--- config.mk ---
export PLATFORM = sky130hd
export DESIGN_NAME = pgh_port_regs
export DESIGN_NICKNAME = d
export VERILOG_FILES = /design/src/pgh_pkg.sv /design/src/pgh_port_regs.sv
export VERILOG_INCLUDE_DIRS = /design/src
export SDC_FILE = /design/constraint.sdc
export NUM_CORES = 1
export LEC_CHECK = 0
export CAP_MARGIN = 15
export CORE_AREA = 2 2 95 97
export CTS_BUF_LIST = sky130_fd_sc_hd__clkbuf_4
export DETAILED_ROUTE_END_ITERATION = 12
export DIE_AREA = 0 0 97 99
export DONT_BUFFER_PORTS = 1
export GPL_ROUTABILITY_DRIVEN = 0
export GPL_TIMING_DRIVEN = 0
export PLACE_DENSITY = 0.59
export SYNTH_ARGS = -nofsm -noshare
export SYNTH_HDL_FRONTEND = slang
export SYNTH_SLANG_ARGS = --single-unit
--- constraint.sdc ---
create_clock -name pclk -period 5.53 [get_ports pclk]
set_input_delay 0.8295 -clock pclk [delete_from_list [all_inputs] [get_ports pclk]]
set_output_delay 0.8295 -clock pclk [all_outputs]
set_load 0.01 [all_outputs]
--- src/pgh_params.svh ---
`ifndef PGH_PARAMS_SVH
`define PGH_PARAMS_SVH
// Operation
// - first port register reads its eight pins
// - first port non-input bits read zero, writes ignored
// - input-mode bit returns present sampled pin level
// - first port defaults to input with pull-up
// - power-on reset leaves pins input with pull-up
// - every pin pull-up enable comes from controller
// - second port: bit 7 bidirectional, 6-0 inputs
// - second port bit 7 writable, bits 6-0 read-only
// - power-on reset clears second port bit 7
// - bit 7 holds value except reset or write
// - output select drives stored bit 7 onto pin
// - output or other select reads stored bit
// - non-output selects store write, pin untouched
// - second port bits 6-0 non-input read low
// - register word indexes and aliases, byte access
// - third port read/write register, reset zero

////////////////////////////////////////////////////////////////////////////////
// register indexes, byte address is four times the index
`define PGH_IDX_PORT_A      32'h0400_012C
`define PGH_IDX_PORT_B      32'h0400_012E
`define PGH_IDX_PORT_C      32'h0400_0130
// index bits compared, the rest select the address region
`define PGH_IDX_CMP_MSB     28

////////////////////////////////////////////////////////////////////////////////
// fields
`define PGH_BIDIR_BIT       7
`define PGH_FSEL_OUT        2'h1
`define PGH_FSEL_INPUT_BIT  1

////////////////////////////////////////////////////////////////////////////////
// reset values
`define PGH_RST_BIDIR       1'h0
`define PGH_RST_PORT_C      8'h00
`define PGH_RST_PULLUP      8'hFF
`define PGH_RST_RDATA       32'h0000_0000

`endif

--- src/pgh_pkg.sv ---
package pgh_pkg;

   typedef logic [1:0] pgh_fsel_t;

   // function selects and pull-up enables of one port
   typedef struct packed {
      pgh_fsel_t [7:0] fsel;
      logic      [7:0] pullup_en;
   } pgh_pinctl_s;

   // drive value and enable of one port's pads
   typedef struct packed {
      logic [7:0] dout;
      logic [7:0] oe;
   } pgh_pad_s;

endpackage : pgh_pkg

--- src/pgh_port_regs.sv ---
`timescale 1ns/1ps
`include "pgh_params.svh"
module pgh_port_regs
   import pgh_pkg::*;
(
   input  wire logic        pclk,
   input  wire logic        presetn,
   input  wire logic        psel,
   input  wire logic        penable,
   input  wire logic        pwrite,
   input  wire logic [31:0] paddr,
   input  wire logic [31:0] pwdata,
   input  wire logic [3:0]  pstrb,
   output      logic [31:0] prdata,
   output      logic        pready,
   output      logic        pslverr,
   input  wire logic [7:0]  port_a_pin,
   input  wire logic [7:0]  port_b_pin,
   input  wire logic [7:0]  port_c_pin,
   input  wire pgh_pinctl_s port_a_pin_control,
   input  wire pgh_pinctl_s port_b_pin_control,
   input  wire pgh_pinctl_s port_c_pin_control,
   output      logic        port_b_pin7_out,
   output      logic        port_b_pin7_oe,
   output      pgh_pad_s    port_c_pad,
   output      logic [7:0]  port_a_pullup_en,
   output      logic [7:0]  port_b_pullup_en,
   output      logic [7:0]  port_c_pullup_en
);

   localparam logic [31:0] IDX_A = `PGH_IDX_PORT_A;
   localparam logic [31:0] IDX_B = `PGH_IDX_PORT_B;
   localparam logic [31:0] IDX_C = `PGH_IDX_PORT_C;
   localparam int          BB    = `PGH_BIDIR_BIT;
   localparam int          IB    = `PGH_FSEL_INPUT_BIT;

   logic [2:0][7:0] pin_meta_reg;
   logic [2:0][7:0] pin_sync_reg;
   logic            bidir_reg;
   logic [7:0]      port_c_reg;
   logic [7:0]      a_in_mask;
   logic [7:0]      b_in_mask;
   logic [7:0]      c_in_mask;
   logic [7:0]      c_out_mask;
   logic [7:0]      a_rd;
   logic [7:0]      b_rd;
   logic [7:0]      c_rd;
   logic [7:0]      rd_byte;
   logic            hit_a;
   logic            hit_b;
   logic            hit_c;
   logic            hit_any;
   logic            acc_start;
   logic            wr_done;
   logic            b7_out_sel;

////////////////////////////////////////////////////////////////////////////////
// pin synchronisers, resampled every clock

   always_ff @(posedge pclk or negedge presetn) begin
      if (!presetn) begin
         pin_meta_reg <= '0;
         pin_sync_reg <= '0;
      end else begin
         pin_meta_reg <= {port_c_pin, port_b_pin, port_a_pin};
         pin_sync_reg <= pin_meta_reg;
      end
   end

////////////////////////////////////////////////////////////////////////////////
// per-bit read selection

   genvar i;
   generate
      for (i = 0; i < 8; i++) begin : g_bit
         assign a_in_mask[i]  = port_a_pin_control.fsel[i][IB];
         assign b_in_mask[i]  = port_b_pin_control.fsel[i][IB];
         assign c_in_mask[i]  = port_c_pin_control.fsel[i][IB];
         assign c_out_mask[i] = port_c_pin_control.fsel[i] == `PGH_FSEL_OUT;
         // first port non-input bits read zero, third port non-input bits read the stored register
         assign a_rd[i] = a_in_mask[i] & pin_sync_reg[0][i];
         assign c_rd[i] = c_in_mask[i] ? pin_sync_reg[2][i] : port_c_reg[i];
         if (i == BB) begin : g_bidir
            // stored bit unless input selected
            assign b_rd[i] = b_in_mask[i] ? pin_sync_reg[1][i] : bidir_reg;
         end else begin : g_in
            assign b_rd[i] = b_in_mask[i] & pin_sync_reg[1][i];
         end
      end
   endgenerate

   assign b7_out_sel = port_b_pin_control.fsel[BB] == `PGH_FSEL_OUT;

////////////////////////////////////////////////////////////////////////////////
// address decode, physical and untranslated aliases share the index bits

   always_comb begin
      hit_a = paddr[`PGH_IDX_CMP_MSB+2:2] == IDX_A[`PGH_IDX_CMP_MSB:0];
      hit_b = paddr[`PGH_IDX_CMP_MSB+2:2] == IDX_B[`PGH_IDX_CMP_MSB:0];
      hit_c = paddr[`PGH_IDX_CMP_MSB+2:2] == IDX_C[`PGH_IDX_CMP_MSB:0];
      hit_any = (paddr[1:0] == 2'h0) & (hit_a | hit_b | hit_c);
      rd_byte = 8'h00;
      if (hit_a) begin
         rd_byte = a_rd;
      end else if (hit_b) begin
         rd_byte = b_rd;
      end else if (hit_c) begin
         rd_byte = c_rd;
      end
   end

   assign acc_start = psel & penable & ~pready;
   assign wr_done   = psel & penable & pready & pwrite & pstrb[0] & hit_any & ~pslverr;

////////////////////////////////////////////////////////////////////////////////
// apb answer, one wait state

   always_ff @(posedge pclk or negedge presetn) begin
      if (!presetn) begin
         pready  <= 1'b0;
         pslverr <= 1'b0;
         prdata  <= `PGH_RST_RDATA;
      end else begin
         pready  <= acc_start;
         pslverr <= acc_start & ~hit_any;
         if (acc_start & ~pwrite & hit_any) begin
            prdata <= {24'h00_0000, rd_byte};
         end else begin
            prdata <= `PGH_RST_RDATA;
         end
      end
   end

////////////////////////////////////////////////////////////////////////////////
// data registers, first port has none and ignores writes

   always_ff @(posedge pclk or negedge presetn) begin
      if (!presetn) begin
         bidir_reg <= `PGH_RST_BIDIR;
      end else if (wr_done & hit_b) begin
         bidir_reg <= pwdata[BB];
      end
   end

   always_ff @(posedge pclk or negedge presetn) begin
      if (!presetn) begin
         port_c_reg <= `PGH_RST_PORT_C;
      end else if (wr_done & hit_c) begin
         port_c_reg <= pwdata[7:0];
      end
   end

////////////////////////////////////////////////////////////////////////////////
// pad drive and pull-ups

   always_ff @(posedge pclk or negedge presetn) begin
      if (!presetn) begin
         port_b_pin7_out <= `PGH_RST_BIDIR;
         port_b_pin7_oe  <= 1'b0;
         port_c_pad      <= '0;
      end else begin
         port_b_pin7_out <= bidir_reg;
         port_b_pin7_oe  <= b7_out_sel;
         port_c_pad.dout <= port_c_reg;
         port_c_pad.oe   <= c_out_mask;
      end
   end

   always_ff @(posedge pclk or negedge presetn) begin
      if (!presetn) begin
         port_a_pullup_en <= `PGH_RST_PULLUP;
         port_b_pullup_en <= `PGH_RST_PULLUP;
         port_c_pullup_en <= `PGH_RST_PULLUP;
      end else begin
         port_a_pullup_en <= port_a_pin_control.pullup_en;
         port_b_pullup_en <= port_b_pin_control.pullup_en;
         port_c_pullup_en <= port_c_pin_control.pullup_en;
      end
   end
endmodule : pgh_port_regs

==> results by group, run 1 <==
Outcome
  – Status: finished clean

Flow run
  – Max Cap Viol: 0

Power
  – Switching pwr: 0.296 mW
  – Clk pwr share: 28.7%
  – Comb pwr share: 3.2%
  – Part of the power in registers: 68.1%
  – Pwr Density: 314 nW/um^2
  – Internal power: 0.957 mW
  – Maximum VDD drop: 179 uV
  – Pleak: 1.87 nW
  – Sw frac: 23.6%

Drt
  – Vias: 1816
  – DR pass1 iterations: 4
  – Post-Route WL: 6.96 mm
  – Drt via density: 4.91
  – Drt wl/cell: 18.8 microns
  – Post-DRT Antenna Nets: 0
  – DRC viols: 0
  – Drt initial violations: 56

Yosys
  – Syn. warnings: 0
  – Cell taking the most area after synthesis: dfrtp_1
  – Post-synth top flop: dfrtp_1
  – Syn Inst Count: 222
  – Cell area after synthesis: 3630 sq um
  – Synth Area per Inst: 16.4 sq um
  – Sequential area share after synthesis: 75.9%
  – Number of synthesized flops with an enable pin: 0
  – Synth cell types: 32
  – Async SR Flop Fraction: 100%
  – Seq cells post-synth: 109
  – Top cells by area, synth: dfrtp_1 59%, dfstp_2 17%, buf_4 5.0%
  – Area fraction of the dominant cell type after synthesis: 58.6%

GRT
  – Gr usage total: 14.4%
  – First-pass GRT wire length: 10.3 mm
  – Number of global-route vias before repair: 1930
  – Global route total overflow: 0
  – Initial antenna violation count: 0
  – Largest net degree at the start of global routing: 110

CTS
  – CTS tree: built
  – CTS Buf Count: 9
  – Latest clock arrival within the worst-skew pair: 430 ps
  – Setup Fix Bufs, Post-CTS: 0
  – PostCTS Resize Cnt: 0
  – Clock tree buffer depth: 2
  – Clock Pin Slew Worst Setup and Hold Paths: 160 ps
  – H-tree levels: 3
  – CTS Root Cell: clkbuf_4
  – Clk sink count: 109

Final layout
  – Fin util: 46.6%
  – Share of cells above drive strength 1: 30.2%
  – Fin cells: 370
  – Final instance area: 3990 sq um
  – Fin nets: 426
  – Synthesis-to-finish area growth: 9.78%
  – Area occupied by multi-input gates: 761 sq um
  – Fill count: 734
  – Antenna Cells: 0
  – Register area: 2760 sq um

Timing
  – Final Hold Fails: 0
  – Final setup fails: 0
  – Crit share post-route: 45.9%
  – F_max: 394 MHz
  – Layout Skew: 13.1 ps
  – Worst Tran Pin Value: 893 ps
  – RSZ-0062 raised after global routing: no
  – Minimum clock period: 2540 ps
  – Fin Setup TNS: 0 ps
  – Slew headroom: 40.0%
  – Max-slew violation count: 0

Floorplanning
  – Initial core utilization: 42.5%
  – Core ar.: 8550 sq um
  – Num ports: 245
  – # rows: 34
  – Die X-Extent: 97 microns
  – Die ar.: 9600 sq um
  – Die Height: 99 microns

Setup path
  – CP max stage delay: 800 ps
  – CP Data Arrival Time: 2880 ps
  – Crit. End Element: flop
  – CP max FO: 8
  – WP buf/inv: 0
  – Crit-path slowest cell: nor4_4
  – CP Cell Sequence: nor4b_1 > nand3_1 > nor4_4 > mux2_2
  – CP delay by family, top: simple AND/OR/NAND/NOR gates
  – CP required: 5870 ps
  – Critical path class: input port to flop
  – CP startpoint kind: input port

Place
  – Post-placement cell area: 3850 sq um
  – Hpwl dp: 4.95 mm
  – Count of buffers from port buffering: 0
  – Dpl cells: 353

Hold path
  – Hold Crit Class: input port to asynchronous set/reset pin
-- worst reg2reg max path, stage by stage (launching register included) --
cell	delay (ps)
dfrtp_1	450
nand4b_1	170
or4_1	490
nor4_4	700
mux2_2	420
-- synth_stat cells, types with 2 or more instances --
library cell	instances
nand3_1	2
and3b_1	7
mux2i_1	9
nor3_1	3
a21oi_1	8
dfrtp_1	85
nor4b_1	3
buf_4	24
nor4_1	3
nand4b_1	2
dfstp_2	24
mux2_2	9
nor2_1	4
a21boi_0	6
nor4_4	2
nor2b_1	9
o22ai_1	7
-- layout by cell type (no fill, tap or decap), types with 8 or more instances in the layout --
cell	n
conb_1	24
a21oi_1	8
mux2_2	9
nor2b_1	9
dfstp_2	24
dfrtp_1	85
mux2i_1	9
clkbuf_4	9
buf_4	24
-- power by group through the flow --
stage	combinational, mW	clock, mW	sequential [mW]
floorplan	0.0351	0	0.864
global placement	0.0386	0	0.867
detailed placement	0.0391	0	0.867
CTS	0.0391	0.378	0.853
global route	0.0440	0.402	0.856
finish	0.0402	0.360	0.853
-- path summary, 6_finish.rpt --
path                             startpoint  slack, ps               end  depth (start not counted)
setup / recovery                   paddr[9]       2990     port_c_reg[6]                          4
hold / removal                      presetn         60  pin_meta_reg[22]                          0
setup reg to reg                    pslverr       3210     port_c_reg[6]                          4
hold reg to reg            pin_meta_reg[20]        360  pin_sync_reg[20]                          0
max in group asynchronous           presetn       4800   pin_meta_reg[0]                          1
min in group pclk          pin_meta_reg[20]        360  pin_sync_reg[20]                          0
-- layer usage --
| metal | track usage [%] | vias to the layer above | share of wire, % |
|---|---|---|---|
| li1 | - | 786 | - |
| met1 | 16.9 | 895 | 38 |
| met2 | 22.8 | 123 | 49 |
| met3 | 6.67 | 12 | 11 |
| met4 | 6.50 | 0 | 1.9 |
| met5 | 0 | - | 0 |
-- per-stage QoR --
step           hold WS, ps  setup WS (ps)  power, mW
2_1_floorplan          331           3090      0.899
3_3_place_gp           333           2520      0.906
3_5_place_dp           335           2500      0.906
4_1_cts               16.0           2980       1.27
5_1_grt              0.543           2850       1.30
6_report              59.0           2990       1.25
-- what timing repair did --
action,4_1_cts,5_1_grt
hold buffers,0,1
endpoints found under the hold margin,0,1
setup endpoints to repair,0,0
-- cells by family (layout without fill, tap and decap cells) --
kind of cell           Yosys count  after routing  share of synthesized area, %
AO/OA/AOI/OAI                   23             23                          3.96
buffers and inverters           27             44                          5.51
flip-flops                     109            109                          75.9
multiplexers                    18             18                          5.27
other                            1             24                         0.103
AND/OR/NAND/NOR                 44             44                          9.23
-- layout make-up --
type,instances,share of cell area (%)
well taps,108,3.39
plain buffers,27,5.02
multi-input cells,109,19.1
flip-flops and latches,109,69.2
clock buffers,9,1.69
clock inverters,7,1.41
repair buffers,1,0.251
Note: power is estimated with default switching activity, not from simulation.
==> run 2, diff against run 1 <==
--- a/config.mk
+++ b/config.mk
@@ -6,15 +6,16 @@
 export SDC_FILE = /design/constraint.sdc
 export NUM_CORES = 1
 export LEC_CHECK = 0
+export ABC_AREA = 1
 export CAP_MARGIN = 15
-export CORE_AREA = 2 2 95 97
+export CORE_AREA = 2 2 96 98
 export CTS_BUF_LIST = sky130_fd_sc_hd__clkbuf_4
 export DETAILED_ROUTE_END_ITERATION = 12
-export DIE_AREA = 0 0 97 99
+export DIE_AREA = 0 0 98 100
 export DONT_BUFFER_PORTS = 1
 export GPL_ROUTABILITY_DRIVEN = 0
 export GPL_TIMING_DRIVEN = 0
-export PLACE_DENSITY = 0.59
+export PLACE_DENSITY = 0.61
 export SYNTH_ARGS = -nofsm -noshare
 export SYNTH_HDL_FRONTEND = slang
 export SYNTH_SLANG_ARGS = --single-unit
==> constraint.sdc (replaced) <==
create_clock -name pclk -period 2.6 [get_ports pclk]
set_input_delay 0.39 -clock pclk [delete_from_list [all_inputs] [get_ports pclk]]
set_output_delay 0.39 -clock pclk [all_outputs]
set_load 0.01 [all_outputs]
==> results by group, run 2 <==
GRT
  – Global route total overflow: 0 (unchanged)
  – Number of global-route vias before repair: 2495 (+29%)
  – Largest net degree at the start of global routing: 110 (unchanged)
  – First-pass GRT wire length: 12.4 mm (+20%)
  – Gr usage total: 16.7% (+2.2 points)
  – Initial antenna violation count: 0 (unchanged)

Final layout
  – Antenna Cells: 0 (unchanged)
  – Commonest cells after routing, fill and taps aside: 85 x dfrtp_1, 65 x dlygate4sd3_1, 41 x nand2_1
  – Final instance area: 4930 sq um (+24%)
  – Fin cells: 526 (+42%)
  – Fill count: 744 (+1.4%)
  – Share of cells above drive strength 1: 22.4% (-7.7 points)
  – Commonest non-fill, non-tap cell in the layout: dfrtp_1
  – Synthesis-to-finish area growth: 26.0%
  – Area occupied by multi-input gates: 880 sq um (+16%)
  – Register area: 2760 sq um (unchanged)
  – Fin nets: 579 (+36%)

Outcome
  – Status: finished, violations left
  – Failing checks: hold timing

Yosys
  – Seq cells post-synth: 109 (unchanged)
  – Syn Inst Count: 311 (+40%)
  – Most numerous cell in the Yosys netlist: dfrtp_1
  – Top cells by area, synth: dfrtp_1 54%, dfstp_2 16%, buf_4 4.6%
  – Post-synthesis compound-gate area fraction: 3.52% (-0.44 points)
  – Post-synthesis adder-cell area fraction: 0% (unchanged)
  – Number of synthesized flops with an enable pin: 0 (unchanged)
  – Mux cell area share after synthesis: 2.05% (-3.2 points)
  – Cell taking the most area after synthesis: dfrtp_1
  – Syn. warnings: 0 (unchanged)
  – Area fraction of the dominant cell type after synthesis: 54.4% (-4.2 points)
  – Post-synth top flop: dfrtp_1
  – Commonest cells in the netlist: 85 x dfrtp_1, 41 x nand2_1, 37 x inv_1, 34 x nor2_1
  – XOR/XNOR share of the synthesized area: 0% (unchanged)
  – Simple-gate area share of the yosys netlist: 14.6% (+5.4 points)
  – Synth Area per Inst: 12.6 sq um (-23%)
  – Synth cell types: 28 (-13%)
  – Async SR Flop Fraction: 100% (unchanged)
  – Sequential area share after synthesis: 70.5% (-5.4 points)
  – Cell area after synthesis: 3910 sq um (+7.7%)
  – Largest family of logic cells by synthesized area: simple AND/OR/NAND/NOR gates

Setup path
  – CP Data Arrival Time: 1860 ps (-1020 ps)
  – Worst r2r src: pslverr
  – R2R depth: 5 (+1)
  – CP startpoint kind: flop
  – Crit. End Element: flop
  – FF-to-FF End: port_c_reg[6]
  – R2r setup slk: 1110 ps (-2100 ps)
  – CP max FO: 10 (+2)
  – CP required: 2970 ps (-2900 ps)
  – Critical path class: flop to flop

CTS
  – Clock Pin Slew Worst Setup and Hold Paths: 190 ps (+30 ps)
  – Clk sink count: 109 (unchanged)
  – CTS Buf Count: 9 (unchanged)
  – Clock tree buffer depth: 2 (unchanged)
  – Latest clock arrival within the worst-skew pair: 460 ps (+30 ps)
  – CTS Root Cell: clkbuf_4
  – H-tree levels: 3 (unchanged)
  – Setup Fix Bufs, Post-CTS: 0 (unchanged)
  – CTS tree: built

Flow run
  – Max Cap Viol: 0 (unchanged)

Drt
  – Vias: 2380 (+31%)
  – Drt wl/cell: 14.9 microns (-21%)
  – Post-Route WL: 7.85 mm (+13%)
  – DR pass1 iterations: 4 (unchanged)
  – DRC viols: 0 (unchanged)
  – Drt initial violations: 37 (-34%)
  – Post-DRT Antenna Nets: 0 (unchanged)
  – Drt via density: 4.52 (-7.8%)

Place
  – Hpwl dp: 5.25 mm (+5.9%)
  – Pre-CTS WS: 744 ps (-1750 ps)
  – Dpl cells: 445 (+26%)
  – Count of buffers from port buffering: 0 (unchanged)
  – Post-placement cell area: 4140 sq um (+7.4%)

Floorplanning
  – Die X-Extent: 98 microns (+1.0%)
  – Core ar.: 8890 sq um (+4.0%)
  – # rows: 35 (+2.9%)
  – Die ar.: 9800 sq um (+2.1%)
  – Initial core utilization: 44.0% (+1.5 points)
  – Die Height: 100 microns (+1.0%)
  – Num ports: 245 (unchanged)

Timing
  – Worst Slack Setup Final: 1110 ps (-1880 ps)
  – Layout Skew: 13.7 ps (+0.554 ps)
  – Minimum clock period: 1490 ps
  – Final hold slack: -414 ps (-473 ps)
  – Final Hold Fails: 109 (+109)
  – RSZ-0062 raised after global routing: no
  – Fin Setup TNS: 0 ps (unchanged)
  – F_max: 672 MHz
  – Crit share post-route: 57.2%
  – Max-slew violation count: 0 (unchanged)
  – Final setup fails: 0 (unchanged)

Power
  – Pleak: 2.42 nW (+29%)
  – Pwr Density: 570 nW/um^2 (+81%)
  – Maximum VDD drop: 331 uV (+85%)

Hold path
  – Hold Crit Class: input port to asynchronous set/reset pin
-- run 2: cell types whose count changed in the layout (fill, tap and decap cells not counted), sizes merged, moves of 8 or more --
cell         change
dlygate4sd3     +64
nand2           +49
inv             +39
nor2            +35
nand3           +14
mux2             -9
nor2b            -9
o21ai            +9
a21oi            -8
-- run 2: cell families (layout without fill, tap and decap cells) --
kind of cell / Yosys count / after routing
AO/OA/AOI/OAI: 17 / 17
buffers and inverters: 66 / 147
flip-flops: 109 / 109
multiplexers: 8 / 8
other: 1 / 24
AND/OR/NAND/NOR: 110 / 110
-- run 2: worst max-delay path by stage --
stage,end,cells past startpoint,start
3_3_place_gp,port_c_reg[6],11,paddr[11]
5_1_grt,port_c_reg[6],5,pslverr
4_1_cts,port_c_reg[6],5,pslverr
6_report,port_c_reg[6],5,pslverr
2_1_floorplan,port_c_reg[5],12,paddr[19]
3_5_place_dp,port_c_reg[6],11,paddr[2]
-- run 2: critical path, stage by stage (launching register included) --
cell and delay [ps]:
dfrtp_1 480, nor4b_4 380, nand4_4 210, buf_6 220, nand2_2 60, o21ai_2 50
-- run 2: area by class of cell --
| cell class | instances | share of cell area, % |
|---|---|---|
| Tap cell | 111 | 2.82 |
| Multi-Input combinational cell | 159 | 17.8 |
| Clock buffer | 9 | 1.37 |
| Sequential cell | 109 | 55.9 |
| Inverter | 40 | 3.04 |
| Clock inverter | 7 | 1.52 |
| Buffer | 26 | 4.29 |
| Timing Repair Buffer | 65 | 13.2 |
-- run 2: report_power, final --
part	internal, mW	switching (mW)
clock	0.230	0.598
sequential	1.78	0.0377
combinational	0.106	0.0609
-- run 2: routing by layer --
layer	routed length (microns)	vias to the layer above	global-route usage (%)
li1	-	1113	-
met1	2930	1129	18.9
met2	3990	126	28.0
met3	812	12	6.96
met4	116	0	6.73
met5	0	-	0
-- run 2: stage by stage --
step                utilization, %  total power [mW]
finish                        55.5              2.81
global route                  55.5              2.94
detailed placement            46.5              1.93
floorplan                        -              1.92
global placement              46.5              1.93
CTS                           55.4              2.83
-- run 2: repair_timing --
item                                   4_1_cts  5_1_grt
endpoints found under the hold margin      166      110
gates resized for setup                      0        0
hold buffers                                64        1
==> run 3, diff against run 2 <==
==> constraint.sdc (replaced) <==
create_clock -name pclk -period 1.5 [get_ports pclk]
set_input_delay 0.225 -clock pclk [delete_from_list [all_inputs] [get_ports pclk]]
set_output_delay 0.225 -clock pclk [all_outputs]
set_load 0.01 [all_outputs]
==> results by group, run 3 (synthesis results as in run 2) <==
Final layout
  – Share of cells above drive strength 1: 22.0% (-0.42 points)
  – Commonest non-fill, non-tap cell in the layout: dfrtp_1
  – Commonest cells after routing, fill and taps aside: 84 x dfrtp_1, 81 x dlygate4sd3_1, 41 x nand2_1
  – Synthesis-to-finish area growth: 30.3%
  – Fin nets: 596 (+2.9%)
  – Antenna Cells: 0 (unchanged)
  – Final instance area: 5100 sq um (+3.4%)

CTS
  – Hold buffers post-CTS: 81 (+27%)
  – H-tree levels: 3 (unchanged)
  – Clock Pin Slew Worst Setup and Hold Paths: 180 ps (about the same)
  – CTS Root Cell: clkbuf_4
  – CTS Buf Count: 9 (unchanged)
  – Clk sink count: 109 (unchanged)
  – Clock tree buffer depth: 2 (unchanged)
  – CTS tree: built
  – Latest clock arrival within the worst-skew pair: 460 ps (about the same)

Setup path
  – CP max FO: 10 (unchanged)
  – CP Data Arrival Time: 1770 ps (-90 ps)
  – R2r setup slk: 90 ps (-1020 ps)
  – CP max stage delay: 480 ps (about the same)
  – CP startpoint kind: flop
  – Crit-path slowest cell: dfrtp_2
  – WP buf/inv: 1 (unchanged)
  – CP delay by family, top: simple AND/OR/NAND/NOR gates
  – Critical path class: flop to flop
  – CP Cell Sequence: nor4b_4 > nand4_4 > buf_6 > nand2_2 > o21ai_2
  – R2R depth: 5 (unchanged)
  – CP required: 1860 ps (-1110 ps)
  – FF-to-FF End: port_c_reg[6]
  – Worst r2r src: pslverr
  – Crit. End Element: flop

Drt
  – Vias: 2445 (+2.7%)
  – Drt wl/cell: 15.0 microns (+0.28%)
  – DR pass1 iterations: 4 (unchanged)
  – Post-Route WL: 8.12 mm (+3.5%)
  – Post-DRT Antenna Nets: 0 (unchanged)
  – Drt initial violations: 49 (+32%)
  – DRC viols: 0 (unchanged)
  – Drt via density: 4.50 (-0.49%)

Timing
  – Minimum clock period: 1410 ps (-80.4 ps)
  – Crit share post-route: 93.8% (+37 points)
  – Final hold slack: -574 ps (-160 ps)
  – Layout Skew: 16.4 ps (+2.71 ps)
  – Final Hold Fails: 109 (unchanged)
  – RSZ-0062 raised after global routing: no
  – Fin Setup TNS: 0 ps (unchanged)
  – Final setup fails: 0 (unchanged)
  – F_max: 710 MHz (+5.7%)
  – Max-slew violation count: 0 (unchanged)

GRT
  – First-pass GRT wire length: 12.9 mm (+4.1%)
  – Gr usage total: 17.2% (+0.60 points)
  – Global route total overflow: 0 (unchanged)
  – Number of global-route vias before repair: 2599 (+4.2%)
  – Initial antenna violation count: 0 (unchanged)
  – Largest net degree at the start of global routing: 110 (unchanged)

Power
  – Pleak: 2.49 nW (+3.1%)
  – Pwr Density: 961 nW/um^2 (+69%)
  – Maximum VDD drop: 589 uV (+78%)
  – Power Total: 4.90 mW (+74%)

Place
  – Post-placement cell area: 4140 sq um (unchanged)
  – Count of buffers from port buffering: 0 (unchanged)
  – Hpwl dp: 5.25 mm (unchanged)

Floorplanning
  – Num ports: 245 (unchanged)
  – Core ar.: 8890 sq um (unchanged)
  – Die Height: 100 microns (unchanged)
  – Die ar.: 9800 sq um (unchanged)
  – # rows: 35 (unchanged)
  – Initial core utilization: 44.0% (unchanged)
  – Die X-Extent: 98 microns (unchanged)

Outcome
  – Status: finished, violations left
  – Failing checks: hold timing

Flow run
  – Max Cap Viol: 0 (unchanged)

Hold path
  – Hold Crit Class: input port to asynchronous set/reset pin
run 3: cell count changes in the layout (fill, tap and decap cells not counted):
cell / change
buf_4: +1
dfrtp_2: +1
dfrtp_1: -1
dlygate4sd3_1: +16
run 3: worst max path at each step:
stage | start | endpoint | slack (ps) | cells past startpoint
floorplan | paddr[19] | port_c_reg[5] | 100 | 12
global placement | paddr[11] | port_c_reg[6] | -170 | 11
detailed placement | paddr[2] | port_c_reg[6] | -190 | 11
CTS | pslverr | port_c_reg[6] | 50 | 5
global route | pslverr | port_c_reg[6] | 6 | 5
finish | pslverr | port_c_reg[6] | 90 | 5
run 3: metal layers:
metal | vias up | GRT usage (%) | part of all wire [%]
met5 | - | 0 | 0
met4 | 0 | 6.73 | 1.4
met3 | 12 | 6.41 | 9.4
met2 | 127 | 29.1 | 51
met1 | 1162 | 20.1 | 39
li1 | 1144 | - | -
run 3: what timing repair did:
item | 4_1_cts | 5_1_grt
setup endpoints to repair | 1 | 1
gates cloned | 0 | 0
buffers inserted | 0 | 1
pin swaps | 1 | 1
hold endpoints to repair | 180 | 109
resized for setup | 0 | 1
run 3: report_power, final:
part           switching [mW]  leakage (nW)  internal, mW
Sequential             0.0656          1.31          3.08
Clock                    1.03        0.0752         0.399
Combinational           0.115          1.11         0.212
run 3: through the flow:
stage                     setup WS (ps)  util [%]  std cells  hold WS, ps
final                              92.5      57.4        543         -574
after global routing               6.08      57.4        543         -641
after CTS                          45.7      57.3        542         -609
after detailed placement           -191      46.5        445        -67.9
after global placement             -166      46.5        445        -67.7
after floorplan                    96.2         -        334        -70.6
run 3: area by class of cell:
class	count	area, sq um
sequential	109	2760
inverter	40	150
multi-input combinational	159	880
clock inverter	7	75.1
buffer	26	211
tap	111	139
clock buffer	9	67.6
fill	711	3790
timing repair buffer	82	818
